--- config.mk ---
export PLATFORM = sky130hd
export DESIGN_NAME = fsg_frame_sync_top
export DESIGN_NICKNAME = d
export VERILOG_FILES = /design/src/hdl/fsg_frame_sync_top.v /design/src/hdl/fsg_source_sel.v
export VERILOG_INCLUDE_DIRS = /design/src /design/src/hdl
export SDC_FILE = /design/constraint.sdc
export NUM_CORES = 1
export LEC_CHECK = 0
export BUFFER_PORTS_ARGS = -buffer_cell sky130_fd_sc_hd__buf_4
export CORE_MARGIN = 2
export CORE_UTILIZATION = 41
export CTS_BUF_LIST = sky130_fd_sc_hd__clkbuf_4 sky130_fd_sc_hd__clkbuf_8 sky130_fd_sc_hd__clkbuf_16
export CTS_CLUSTER_SIZE = 8
export DETAILED_ROUTE_END_ITERATION = 10
export PLACE_DENSITY = 0.63
export SETUP_SLACK_MARGIN = 0.4
export SYNTH_ARGS = -nofsm -noshare
export SYNTH_HDL_FRONTEND = slang
export SYNTH_SLANG_ARGS = --single-unit
--- constraint.sdc ---
create_clock -name ref_clk_i -period 2.33 [get_ports ref_clk_i]
set_clock_uncertainty 0.15 [all_clocks]
set_input_delay 0.466 -clock ref_clk_i [delete_from_list [all_inputs] [get_ports ref_clk_i]]
set_output_delay 0.466 -clock ref_clk_i [all_outputs]
set_load 0.1 [all_outputs]
--- src/hdl/fsg_frame_sync_consts.vh ---
// Register map, field positions, source codes and reset values of the frame trigger generator
`ifndef FSG_FRAME_SYNC_CONSTS_VH
`define FSG_FRAME_SYNC_CONSTS_VH

// ---------------------------------------------------------------
// Register indices (byte address is four times the index)
// ---------------------------------------------------------------
`define FSG_IDX_CONTROL 6'h18
`define FSG_IDX_HIGH_UPPER 6'h19
`define FSG_IDX_HIGH_LOWER 6'h1A
`define FSG_IDX_LOW_UPPER 6'h1B
`define FSG_IDX_LOW_LOWER 6'h1C
`define FSG_IDX_STATUS 6'h30
`define FSG_ADDR_LSB 2
`define FSG_IDX_W 6

// ---------------------------------------------------------------
// Control register fields
// ---------------------------------------------------------------
`define FSG_CTL_RUN_BIT 0
`define FSG_CTL_SCHEME_BIT 1
`define FSG_CTL_IDLE_BIT 2
`define FSG_CTL_SHOT_BIT 3
`define FSG_CTL_SRC_HI 7
`define FSG_CTL_SRC_LO 4

// ---------------------------------------------------------------
// Status register fields
// ---------------------------------------------------------------
`define FSG_STS_LEVEL_BIT 0
`define FSG_STS_RUN_BIT 1
`define FSG_STS_SHOT_BIT 2

// ---------------------------------------------------------------
// Sync source codes
// ---------------------------------------------------------------
`define FSG_SRC_PORT0 4'h0
`define FSG_SRC_PORT1 4'h1
`define FSG_SRC_REF25_TAG 2'h1
`define FSG_SRC_PIN0 4'h8
`define FSG_SRC_PIN4 4'hC
`define FSG_SRC_PIN5 4'hD
`define FSG_SRC_PIN6 4'hE

// ---------------------------------------------------------------
// Reset values
// ---------------------------------------------------------------
`define FSG_RST_BYTE 8'h00
`define FSG_RST_WORD 32'h0000_0000
`define FSG_RST_CNT 24'h00_0000

`endif

--- src/hdl/fsg_frame_sync_top.v ---
// Frame trigger generator with Avalon-MM register slave
//
// The Avalon-MM interface to the registers is this design's own decision.
`include "fsg_frame_sync_consts.vh"

module fsg_frame_sync_top #(
   parameter CNT_W = 24
) (
   input wire ref_clk_i,
   input wire resetn_i,
   input wire [7:0] avs_address_i,
   input wire avs_read_i,
   input wire avs_write_i,
   input wire [31:0] avs_writedata_i,
   input wire [3:0] avs_byteenable_i,
   output wire [31:0] avs_readdata_o,
   output wire avs_waitrequest_o,
   input wire port0_tick_i,
   input wire port1_tick_i,
   input wire ref25_tick_i,
   input wire [6:0] gen_pin_i,
   output wire frame_trigger_o
);

   // ---------------------------------------------------------------
   // Generator states
   // ---------------------------------------------------------------
   localparam [2:0] ST_IDLE = 3'b001;
   localparam [2:0] ST_RUN = 3'b010;
   localparam [2:0] ST_SHOT = 3'b100;
   localparam [CNT_W-1:0] CNT_STEP = {{(CNT_W-1){1'b0}}, 1'b1};

   // ---------------------------------------------------------------
   // Declarations
   // ---------------------------------------------------------------
   reg ack_q;
   reg [31:0] rdata_q;
   reg [31:0] rdata_d;
   reg [7:0] ctl_q;
   reg [7:0] high_upper_q;
   reg [7:0] high_lower_q;
   reg [7:0] low_upper_q;
   reg [7:0] low_lower_q;
   reg shot_q;
   reg [2:0] state_q;
   reg [2:0] state_d;
   reg [CNT_W-1:0] cnt_q;
   reg [CNT_W-1:0] cnt_d;
   reg level_q;
   reg level_d;
   reg trigger_q;
   reg trigger_d;
   wire [`FSG_IDX_W-1:0] idx;
   wire wr_en;
   wire [3:0] src;
   wire run;
   wire scheme;
   wire idle_level;
   wire tick;
   wire internal;
   wire external;
   wire pin_level;
   wire [CNT_W-1:0] phase_len;
   wire phase_done;

   // ---------------------------------------------------------------
   // Helpers
   // ---------------------------------------------------------------
   // Length of the phase at the given level, less one
   function [CNT_W-1:0] len_of;
      input lvl;
      input joined;
      input [7:0] hu;
      input [7:0] hl;
      input [7:0] lu;
      input [7:0] ll;
      begin
         if (joined) begin
            len_of = {hl, lu, ll};
         end else if (lvl) begin
            len_of = {{(CNT_W-16){1'b0}}, hu, hl};
         end else begin
            len_of = {{(CNT_W-16){1'b0}}, lu, ll};
         end
      end
   endfunction

   // ---------------------------------------------------------------
   // Avalon-MM handshake
   // ---------------------------------------------------------------
   // Every access is answered one cycle after it appears; the fixed
   // extra cycle lets read data come straight from a flip-flop.
   assign avs_waitrequest_o = ~ack_q;
   assign avs_readdata_o = rdata_q;
   assign idx = avs_address_i[7:`FSG_ADDR_LSB];
   assign wr_en = ack_q & avs_write_i & avs_byteenable_i[0];

   always @(posedge ref_clk_i or negedge resetn_i) begin
      if (!resetn_i) begin
         ack_q <= 1'b0;
         rdata_q <= `FSG_RST_WORD;
      end else begin
         ack_q <= (avs_read_i | avs_write_i) & ~ack_q;
         rdata_q <= rdata_d;
      end
   end

   // ---------------------------------------------------------------
   // Read mux
   // ---------------------------------------------------------------
   always @* begin
      rdata_d = `FSG_RST_WORD;
      if (avs_read_i & ~ack_q) begin
         case (idx)
            `FSG_IDX_CONTROL: begin
               rdata_d[7:0] = ctl_q;
               rdata_d[`FSG_CTL_SHOT_BIT] = 1'b0;
            end
            `FSG_IDX_HIGH_UPPER: begin
               rdata_d[7:0] = high_upper_q;
            end
            `FSG_IDX_HIGH_LOWER: begin
               rdata_d[7:0] = high_lower_q;
            end
            `FSG_IDX_LOW_UPPER: begin
               rdata_d[7:0] = low_upper_q;
            end
            `FSG_IDX_LOW_LOWER: begin
               rdata_d[7:0] = low_lower_q;
            end
            `FSG_IDX_STATUS: begin
               rdata_d[`FSG_STS_LEVEL_BIT] = trigger_q;
               rdata_d[`FSG_STS_RUN_BIT] = (state_q == ST_RUN);
               rdata_d[`FSG_STS_SHOT_BIT] = (state_q == ST_SHOT);
            end
            default: begin
               rdata_d = `FSG_RST_WORD;
            end
         endcase
      end
   end

   // ---------------------------------------------------------------
   // Register file
   // ---------------------------------------------------------------
   always @(posedge ref_clk_i or negedge resetn_i) begin
      if (!resetn_i) begin
         ctl_q <= `FSG_RST_BYTE;
         high_upper_q <= `FSG_RST_BYTE;
         high_lower_q <= `FSG_RST_BYTE;
         low_upper_q <= `FSG_RST_BYTE;
         low_lower_q <= `FSG_RST_BYTE;
         shot_q <= 1'b0;
      end else begin
         shot_q <= 1'b0;
         if (wr_en) begin
            case (idx)
               `FSG_IDX_CONTROL: begin
                  ctl_q <= avs_writedata_i[7:0];
                  ctl_q[`FSG_CTL_SHOT_BIT] <= 1'b0;
                  shot_q <= avs_writedata_i[`FSG_CTL_SHOT_BIT];
               end
               `FSG_IDX_HIGH_UPPER: begin
                  high_upper_q <= avs_writedata_i[7:0];
               end
               `FSG_IDX_HIGH_LOWER: begin
                  high_lower_q <= avs_writedata_i[7:0];
               end
               `FSG_IDX_LOW_UPPER: begin
                  low_upper_q <= avs_writedata_i[7:0];
               end
               `FSG_IDX_LOW_LOWER: begin
                  low_lower_q <= avs_writedata_i[7:0];
               end
               default: begin
                  shot_q <= 1'b0;
               end
            endcase
         end
      end
   end

   assign src = ctl_q[`FSG_CTL_SRC_HI:`FSG_CTL_SRC_LO];
   assign run = ctl_q[`FSG_CTL_RUN_BIT];
   assign scheme = ctl_q[`FSG_CTL_SCHEME_BIT];
   assign idle_level = ctl_q[`FSG_CTL_IDLE_BIT];

   // ---------------------------------------------------------------
   // Source selection
   // ---------------------------------------------------------------
   fsg_source_sel u_src (
      .src_i(src),
      .port0_tick_i(port0_tick_i),
      .port1_tick_i(port1_tick_i),
      .ref25_tick_i(ref25_tick_i),
      .gen_pin_i(gen_pin_i),
      .tick_o(tick),
      .internal_o(internal),
      .external_o(external),
      .pin_level_o(pin_level)
   );

   // ---------------------------------------------------------------
   // Phase generator
   // ---------------------------------------------------------------
   assign phase_len = len_of(level_q, scheme, high_upper_q, high_lower_q, low_upper_q,
      low_lower_q);
   // Count runs 0..len, so a phase spans len+1 time base ticks
   assign phase_done = (cnt_q == phase_len);

   always @* begin
      state_d = state_q;
      cnt_d = cnt_q;
      level_d = level_q;
      case (state_q)
         ST_IDLE: begin
            level_d = idle_level;
            cnt_d = `FSG_RST_CNT;
            if (run & internal) begin
               state_d = ST_RUN;
            end else if (shot_q & internal) begin
               state_d = ST_SHOT;
               level_d = ~idle_level;
            end
         end
         ST_RUN: begin
            if (!run || !internal) begin
               state_d = ST_IDLE;
               level_d = idle_level;
               cnt_d = `FSG_RST_CNT;
            end else if (tick) begin
               if (phase_done) begin
                  level_d = ~level_q;
                  cnt_d = `FSG_RST_CNT;
               end else begin
                  cnt_d = cnt_q + CNT_STEP;
               end
            end
         end
         ST_SHOT: begin
            // Leaving the internal sources abandons the pulse
            if (!internal) begin
               state_d = ST_IDLE;
               level_d = idle_level;
               cnt_d = `FSG_RST_CNT;
            end else if (tick) begin
               if (phase_done) begin
                  state_d = ST_IDLE;
                  level_d = idle_level;
                  cnt_d = `FSG_RST_CNT;
               end else begin
                  cnt_d = cnt_q + CNT_STEP;
               end
            end
         end
         default: begin
            state_d = ST_IDLE;
            level_d = idle_level;
            cnt_d = `FSG_RST_CNT;
         end
      endcase
   end

   // ---------------------------------------------------------------
   // Output select
   // ---------------------------------------------------------------
   always @* begin
      if (external) begin
         trigger_d = pin_level;
      end else if (internal) begin
         trigger_d = level_d;
      end else begin
         // Reserved source codes park the line at its idle level
         trigger_d = idle_level;
      end
   end

   always @(posedge ref_clk_i or negedge resetn_i) begin
      if (!resetn_i) begin
         state_q <= ST_IDLE;
         cnt_q <= `FSG_RST_CNT;
         level_q <= 1'b0;
         trigger_q <= 1'b0;
      end else begin
         state_q <= state_d;
         cnt_q <= cnt_d;
         level_q <= level_d;
         trigger_q <= trigger_d;
      end
   end

   assign frame_trigger_o = trigger_q;

endmodule

--- src/hdl/fsg_source_sel.v ---
// Time base and external pin selection for the frame trigger generator
`include "fsg_frame_sync_consts.vh"

module fsg_source_sel (
   input wire [3:0] src_i,
   input wire port0_tick_i,
   input wire port1_tick_i,
   input wire ref25_tick_i,
   input wire [6:0] gen_pin_i,
   output reg tick_o,
   output reg internal_o,
   output reg external_o,
   output reg pin_level_o
);

   // ---------------------------------------------------------------
   // Source decoding
   // ---------------------------------------------------------------
   always @* begin
      tick_o = 1'b0;
      internal_o = 1'b0;
      external_o = 1'b0;
      pin_level_o = 1'b0;
      if (src_i == `FSG_SRC_PORT0) begin
         internal_o = 1'b1;
         tick_o = port0_tick_i;
      end else if (src_i == `FSG_SRC_PORT1) begin
         internal_o = 1'b1;
         tick_o = port1_tick_i;
      end else if (src_i[3:2] == `FSG_SRC_REF25_TAG) begin
         internal_o = 1'b1;
         tick_o = ref25_tick_i;
      end else if (src_i >= `FSG_SRC_PIN0 && src_i <= `FSG_SRC_PIN4) begin
         external_o = 1'b1;
         pin_level_o = gen_pin_i[src_i[2:0]];
      end else if (src_i == `FSG_SRC_PIN5) begin
         external_o = 1'b1;
         pin_level_o = gen_pin_i[5];
      end else if (src_i == `FSG_SRC_PIN6) begin
         // Taken as pin 6 until the printed duplicate is confirmed
         external_o = 1'b1;
         pin_level_o = gen_pin_i[6];
      end
      // Reserved codes leave the trigger idle, no time base at all
   end

endmodule

Yosys cells after proc, flatten, opt, wreduce, memory -nomap -nowiden
Index checks and enable logic that the tools add are counted.
{ "word_totals": {"inputBits": 58, "output_inout_bits": 34, "word_cells": 105, "reg_bits": 102} }
{ "classes": {"muxes": 50, "bitwise": 10, "addsub": 1, "n_eq_ne": 18, "n_reduce_logical": 11, "n_lt_le_gt_ge": 3} }
{ "op_table": {"columns": ["operator", "count"], "rows": [
  ["24-bit 2-to-1 mux", 5],
  ["24-bit one-hot mux with 2 select lines", 1],
  ["1-bit 2-to-1 mux", 31],
  ["6-bit by 5-bit equality test with 1-bit output, second input constant", 5],
  ["5-bit one-hot mux with 5 select lines", 1],
  ["24-bit by 1-bit adder with 24-bit output, second input constant", 1],
  ["24-bit equality test", 1],
  ["3-bit 2-to-1 mux", 6],
  ["3-bit one-hot mux with 6 select lines", 1],
  ["16-bit 2-to-1 mux", 1],
  ["2-bit AND reduction", 5],
  ["3-bit != test, second input constant", 3],
  ["3-bit one-hot mux with 3 select lines", 1],
  ["4-bit equality test, second input constant", 2],
  ["8-bit 2-to-1 mux", 1],
  ["1-bit bitwise AND", 6],
  ["6-bit equality test, second input constant", 1],
  ["4-bit by 1-bit equality test with 1-bit output, second input constant", 1],
  ["4-bit >= comparator, second input constant", 1],
  ["4-bit less-or-equal comparator, second input constant", 1],
  ["4-bit zero test", 1],
  ["3-bit by 4-bit < comparator with 1-bit output, second input constant", 1],
  ["4-bit AND reduction", 1],
  ["1-bit binary-select mux with 3-bit select", 1],
  ["other kinds (11)", 14]
]} }

Depth between registers and ports, before layout
Gate-level depths: netlist (run 1).
{ "logic_depth": {"word_depth": 10, "mapped_depth": 9, "mapped_depth_nobuf": 6} }

Cells and area by module
A second synthesis (run 1) with hierarchy kept.
{ "hier_totals": {"cells_unflattened": 447, "area_unflattened_um2": 4465.5} }
{ "modules_own_cells": {"columns": ["module", "instances", "seq_area_each_um2", "area_each_um2", "cells_each"], "rows": [
  ["fsg_frame_sync_top", 1, 1953.1, 4366.7, 434],
  ["fsg_source_sel", 1, 0.0, 98.8, 13]
]} }

Least setup slack after synthesis (run 1)
No wires, ideal clock.
{ "synth_path": {"path_kind": "reg2reg", "startpoint": "reg ctl_q[1]", "endpoint": "reg state_q[2]", "stages_incl_launch_ff": 8, "path_slack_ps": -54, "synth_period_minus_slack_ps": 2384, "required_ps": 2060, "setup_ps": 120, "path_buffers": 1, "t_arrival_ps": 2114, "cell_sequence": "dfrtp_1 > nor2b_1 > buf_2 > mux2i_1 > nor2_1 > or4_1 > or4_4 > a31o_1"} }
{ "synth_via": {"elab_chain_cells": 4} }
{ "synth_lines": {"columns": ["item", "line", "source"], "rows": [
  ["from (decl)", "fsg_frame_sync_top.v:39", "reg [7:0] ctl_q;"],
  ["from (signal assigned)", "fsg_frame_sync_top.v:148", "ctl_q <= `FSG_RST_BYTE;"],
  ["from (signal assigned)", "fsg_frame_sync_top.v:159", "ctl_q <= avs_writedata_i[7:0];"],
  ["24-bit 2-to-1 mux", "fsg_frame_sync_top.v:78", "if (joined) begin"],
  ["24-bit equality test", "fsg_frame_sync_top.v:209", "assign phase_done = (cnt_q == phase_len);"],
  ["3-bit != test (no line)", null, null],
  ["4-bit AND reduction (no line)", null, null],
  ["to (signal assigned)", "fsg_frame_sync_top.v:285", "state_q <= state_d;"],
  ["to (decl)", "fsg_frame_sync_top.v:45", "reg [2:0] state_q;"]
]} }
No other way between the ends.
A chain may end at the register's enable or synchronous reset.

Worst setup path after layout (run 1)
Same ends and word-level chain as after synthesis.

==> results_dict.tcl, run 1 <==
set metrics [dict create \
    diodes 0 \
    numCtsBuffers 9 \
    overflow 0 \
    start_kind "flip-flop" \
    syn_inst 482 \
    critPathKind "flip-flop to flip-flop" \
    grt.total_usage 0.232 \
    crit_fanout 19 \
    die_h_um 111 \
    drc 0 \
    io_buffers 38 \
    grt_max_degree 48 \
    drive_gt1_frac 0.382 \
    p_total_w 0.00370 \
    synthTopCellsByCount "dfrtp_1, mux2_2, nand2_1, nor3_1, xnor2_1" \
    fp-row-count 39 \
    viasPerCell 5.74 \
    fmax_ghz 0.397 \
    drt_first_pass_iters 6 \
    die_w_um 111 \
    fin_crit_ns 2.52 \
    dpl_cell_area_um2 5550 \
    synth_top_area_frac 0.410 \
    hp-class "primary input to flip-flop" \
    synth-main-ff-cell "dfrtp_1" \
    ys_seq_area_frac 0.415 \
    dp_cells 705 \
    drt.antenna.violating_nets 0 \
    violations "negative setup slack" \
    cts_sinks 78 \
    relSlewSlack 0.572 \
    yosys.cell_count.top_type "dfrtp_1" \
    cp.required_ns 2.41 \
    routabilityCongestion 0.969 \
    syn_area_um2 4700 \
    nNetsFinal 648 \
    yosys.cell_types.count 59 \
    via_count 4230 \
    start_util 0.415 \
    ys_ff_latch 78 \
    hpwl_mm 10.3 \
    cts_tree "built" \
    finalHoldViolations 0 \
    powerDensity_nw_per_um2 575 \
    async_reset_ff_frac 1.00 \
    root_buffer "clkbuf_16" \
    report.final.slew_viol_count 0 \
    hold_slack_ns 0.232 \
    crit_chain "buf_6, nand3b_1, o211ai_1, nand2_1, or4_1, or4_4, a31o_1" \
    worst_slew_pin_slew_ns 0.642 \
    worst_setup_path_end_kind "flip-flop" \
    ctsHtreeMaxLevel 3 \
    setup_violations 28 \
    yosysWarnings 0 \
    synth_top_cell_by_area "dfrtp_1" \
    rsz0062_at_grt "yes" \
    drtIter0Drc 355 \
    insertion_delay_ns 0.35 \
    worst_ep_arrival_time_ns 2.60 \
    vdd_ir_drop_max_v 0.000657 \
    synth_area_leaders "dfrtp_1, mux2_2, xnor2_1" \
    synth-edff-count 0 \
    clk_pin_slew_ns 0.06 \
    final_cells 737 \
    leakage_nw 2.78 \
    status "complete, but fails checks" \
    crit_slowest_cell "or4_4" \
    cts_buffer_depth 2 \
    max_stage_delay_ns 0.55 \
    grt_pass1_wl_mm 22.4 \
    die_area_um2 12300 \
    drt-total-wl_mm 14.6 \
    avgRoutedWirePerCell_um 19.7 \
    antenna_found_initial 0 \
    stdcell_area_um2 6450 \
    core_um2 11300 \
    maxCapViolations 0 \
    finalWorstSetupSlack_ns -0.187 \
    pre_cts_slack_ns -0.249 \
    synth_area_per_cell_um2 9.76 \
    syn_to_final_growth_pct 37.1 \
    min_period_over_period 1.08 \
    ioPinCount 92 \
    grt_pass1_vias 4125 \
]
-- cell families (layout without fill, tap and decap cells) --
logic type / Yosys count / count (layout) / synth area share
AOI/OAI and AO/OA: 86 / 86 / 0.130
xor gates and xnor gates: 36 / 36 / 0.0670
adders and majority gates: 1 / 1 / 0.00266
buffers and inverters: 72 / 161 / 0.0811
DFF: 78 / 78 / 0.415
muxes: 45 / 45 / 0.109
other: 1 / 24 / 0.000797
and+or+nand+nor: 163 / 163 / 0.195
-- sequential cells by signal, summed over array words and instances, names as in the netlist --
| signal | flops |
|---|---|
| ack_q | 1 |
| avs_readdata_o | 8 |
| cnt_q | 24 |
| ctl_q | 7 |
| frame_trigger_o | 1 |
| high_lower_q | 8 |
| high_upper_q | 8 |
| level_q | 1 |
| low_lower_q | 8 |
| low_upper_q | 8 |
| shot_q | 1 |
| state_q | 3 |
-- worst max-delay path, delay by kind of cell (launching register included) --
family | cells | cell delay, ns
simple gates | 4 | 1.25
buf+inv | 1 | 0.18
flops | 1 | 0.45
compound gates | 2 | 0.38
-- power by group --
group	switching (W)	total, W	internal [W]
clock	0.000569	0.00166	0.00109
sequential	0.0000491	0.00144	0.00140
combinational	0.000394	0.000602	0.000207
total	0.00101	0.00370	0.00269
-- layout make-up --
cell class	count	area [um^2]
Clock buffer	11	246
Timing Repair Buffer	121	1050
Tap cell	143	179
Fill cell	958	4870
Clock inverter	5	106
Multi-Input combinational cell	355	2820
Sequential cell	78	1960
Inverter	24	90.1
-- timing repair --
action                                  in CTS  in global routing
gates resized for setup                     23                 48
gates cloned                                 3                  0
hold buffers                                 1                  0
pin swaps                                    6                 29
hold endpoints to repair                    31                  0
setup buffers                               10                  2
endpoints found under the setup margin      28                 36
-- layout by cell type, fill, tap and decap left out, types with 3 or more instances in the layout --
cell,count
nor4_4,3
nand4_1,13
clkbuf_16,9
mux2i_1,6
buf_12,4
mux2_2,32
buf_4,106
a31oi_1,13
a21oi_1,4
nor4bb_1,8
and3_1,7
xor2_1,8
nand2_2,4
nand2_1,27
inv_1,24
o21ai_0,13
nor2b_1,3
o211ai_1,3
o22ai_1,4
nor2_1,25
a22oi_1,22
buf_6,7
nor3_2,7
bufinv_16,3
nand2b_1,7
conb_1,24
mux2_4,6
nor3_1,6
dfrtp_1,75
buf_16,3
nor3_4,17
xnor2_1,28
nand3_1,12
-- routing by layer --
metal / part of all wire / up-vias / track usage
met5: 0 / - / 0
met4: 0.030 / 0 / 0.0790
met3: 0.054 / 33 / 0.0476
met2: 0.48 / 149 / 0.371
met1: 0.44 / 2119 / 0.316
li1: - / 1929 / -
-- path summary, 6_finish.rpt --
check	to	cells after the start	slack, ns	from
max in group asynchronous	state_q[0]	3	0.90	resetn_i
worst max-delay path	state_q[2]	7	-0.19	ctl_q[1]
min in group asynchronous	cnt_q[17]	2	0.46	resetn_i
worst max register to register	state_q[2]	7	-0.19	ctl_q[1]
worst min-delay path	low_lower_q[3]	2	0.23	avs_writedata_i[3]
worst min register to register	ack_q	1	0.30	ack_q
-- metrics by stage --
step | util | TNS, ns
floorplan | - | -0.0287
CTS | 0.544 | -1.61
finish | 0.569 | -3.61
detailed placement | 0.490 | -2.68
global placement | 0.490 | -1.90
global route | 0.569 | -6.18
Note: power is estimated with default switching activity, not from simulation.
==> run 2, diff against run 1 <==
Settings changed: CTS_BUF_LIST sky130_fd_sc_hd__clkbuf_4 sky130_fd_sc_hd__clkbuf_8 sky130_fd_sc_hd__clkbuf_16 to unset.
==> results_dict.tcl, run 2 (synthesized netlist as in run 1, its figures left out) <==
set metrics [dict create \
    clk_pin_slew_ns 0.06 \
    grt_max_degree 48 \
    pwr-share-clk 0.446 \
    relSlewSlack 0.573 \
    finalWorstSetupSlack_ns -0.186 \
    worstHoldStart "avs_write_i" \
    sw_frac_of_total 0.275 \
    drive_gt1_frac 0.380 \
    crit_chain "buf_6, nand3b_1, o211ai_1, nand2_1, or4_1, or4_4, a31o_1" \
    reg2reg_depth 7 \
    diodes 0 \
    rsz0062_at_grt "yes" \
    grt.total_usage 0.232 \
    insertion_delay_ns 0.35 \
    hold_slack_ns 0.232 \
    hpwl_mm 10.3 \
    drtIter0Drc 362 \
    io_buffers 38 \
    start_kind "flip-flop" \
    grt_pass1_vias 4125 \
    die_area_um2 12300 \
    dp_cells 705 \
    routabilityCongestion 0.969 \
    cts_tree "built" \
    regMostFlops "cnt_q" \
    p_comb_frac 0.163 \
    crit_slowest_cell "or4_4" \
    fin_util 0.569 \
    hp-class "primary input to flip-flop" \
    multi_input_area_um2 2820 \
    p_int_w 0.00268 \
    die_h_um 111 \
    seq_area_um2 1960 \
    report.final.slew_viol_count 0 \
    final_common_cell "buf_4" \
    worst-path-buf-inv 1 \
    fmax_ghz 0.397 \
    worst_setup_path_end_kind "flip-flop" \
    leakage_nw 2.77 \
    reg2reg_to "state_q[2]" \
    root_buffer "clkbuf_16" \
    drt.antenna.violating_nets 0 \
    die_w_um 111 \
    maxCapViolations 0 \
    final_cells 737 \
    crit_family "simple AND/OR/NAND/NOR gates" \
    worst_ep_arrival_time_ns 2.60 \
    avgRoutedWirePerCell_um 19.8 \
    fillers 959 \
    min_period_over_period 1.08 \
    violations "negative setup slack" \
    finalHoldViolations 0 \
    max_stage_delay_ns 0.54 \
    hold_end "ack_q" \
    final_cell_mix "buf_4, dfrtp_1, mux2_2" \
    ctsHtreeMaxLevel 3 \
    via_count 4228 \
    core_um2 11300 \
    syn_to_final_growth_pct 37.0 \
    critPathKind "flip-flop to flip-flop" \
    antenna_found_initial 0 \
    crit_fanout 19 \
    start_util 0.415 \
    pre_cts_slack_ns -0.249 \
    drt_first_pass_iters 5 \
    drt-total-wl_mm 14.6 \
    worst_slew_pin_slew_ns 0.640 \
    status "complete, but fails checks" \
    r2r-start "ctl_q[1]" \
    fp-row-count 39 \
    setup_violations 28 \
    largest_reg_flops 24 \
    viasPerCell 5.74 \
    cts_sinks 78 \
    grt_pass1_wl_mm 22.4 \
    cp.required_ns 2.41 \
    overflow 0 \
    fin_crit_ns 2.52 \
    nNetsFinal 648 \
    hold_depth 3 \
    ioPinCount 92 \
    drc 0 \
    reg2reg_slack_ns -0.19 \
    cts_buffer_depth 2 \
    powerDensity_nw_per_um2 574 \
    power_frac_seq 0.391 \
    vdd_ir_drop_max_v 0.000657 \
    numCtsBuffers 9 \
    switchingPower_w 0.00102 \
]
==> run 2: cell counts in the layout (fill, tap and decap cells not counted) <==
Identical to the previous run, type by type.
==> run 2: cell type report <==
type / count / area share
well taps: 143 / 0.0278
clock buffers: 11 / 0.0377
repair buffers: 121 / 0.163
clock inverters: 5 / 0.0165
multi-input cells: 355 / 0.438
inverters: 24 / 0.0140
flip-flops and latches: 78 / 0.304
==> run 2: how the worst max path moves through the flow <==
stage / start / to / cells after the start
5_1_grt: ctl_q[1] / state_q[2] / 7
4_1_cts: level_q / state_q[2] / 7
6_report: ctl_q[1] / state_q[2] / 7
2_1_floorplan: ctl_q[1] / state_q[2] / 7
3_3_place_gp: ctl_q[1] / state_q[2] / 6
3_5_place_dp: ctl_q[1] / state_q[2] / 6
==> run 2: worst reg2reg max path, stage by stage, from the launching register on <==
cell	delay, ns
dfrtp_2	0.45
buf_6	0.18
nand3b_1	0.17
o211ai_1	0.14
nand2_1	0.07
or4_1	0.46
or4_4	0.55
a31o_1	0.23
==> run 2: per-layer routing <==
metal / part of all wire / global-route usage / vias up
met5: 0 / 0 / -
met4: 0.029 / 0.0790 / 0
met3: 0.063 / 0.0476 / 30
met2: 0.48 / 0.371 / 174
met1: 0.43 / 0.316 / 2092
li1: - / - / 1932
==> run 2: metrics by stage <==
stage	setup TNS (ns)	instance area, um^2	power, W
after floorplan	-0.0287	4880	0.00186
after global placement	-1.90	5550	0.00202
after detailed placement	-2.68	5550	0.00203
after CTS	-1.61	6150	0.00371
after global routing	-6.18	6440	0.00381
final	-3.15	6440	0.00370
==> run 2: power groups by stage <==
stage / sequential (W) / clock (W) / combinational [W]
final: 0.00144 / 0.00165 / 0.000602
after floorplan: 0.00147 / 0 / 0.000397
after detailed placement: 0.00147 / 0 / 0.000561
after global routing: 0.00145 / 0.00172 / 0.000636
after CTS: 0.00144 / 0.00167 / 0.000589
after global placement: 0.00146 / 0 / 0.000552
==> run 2: timing repair <==
action,4_1_cts,5_1_grt
hold buffers,1,0
gates resized for setup,23,48
pin swaps,6,29
cloned,3,0
setup endpoints to repair,28,36
hold endpoints to repair,31,0
buffers inserted,10,2
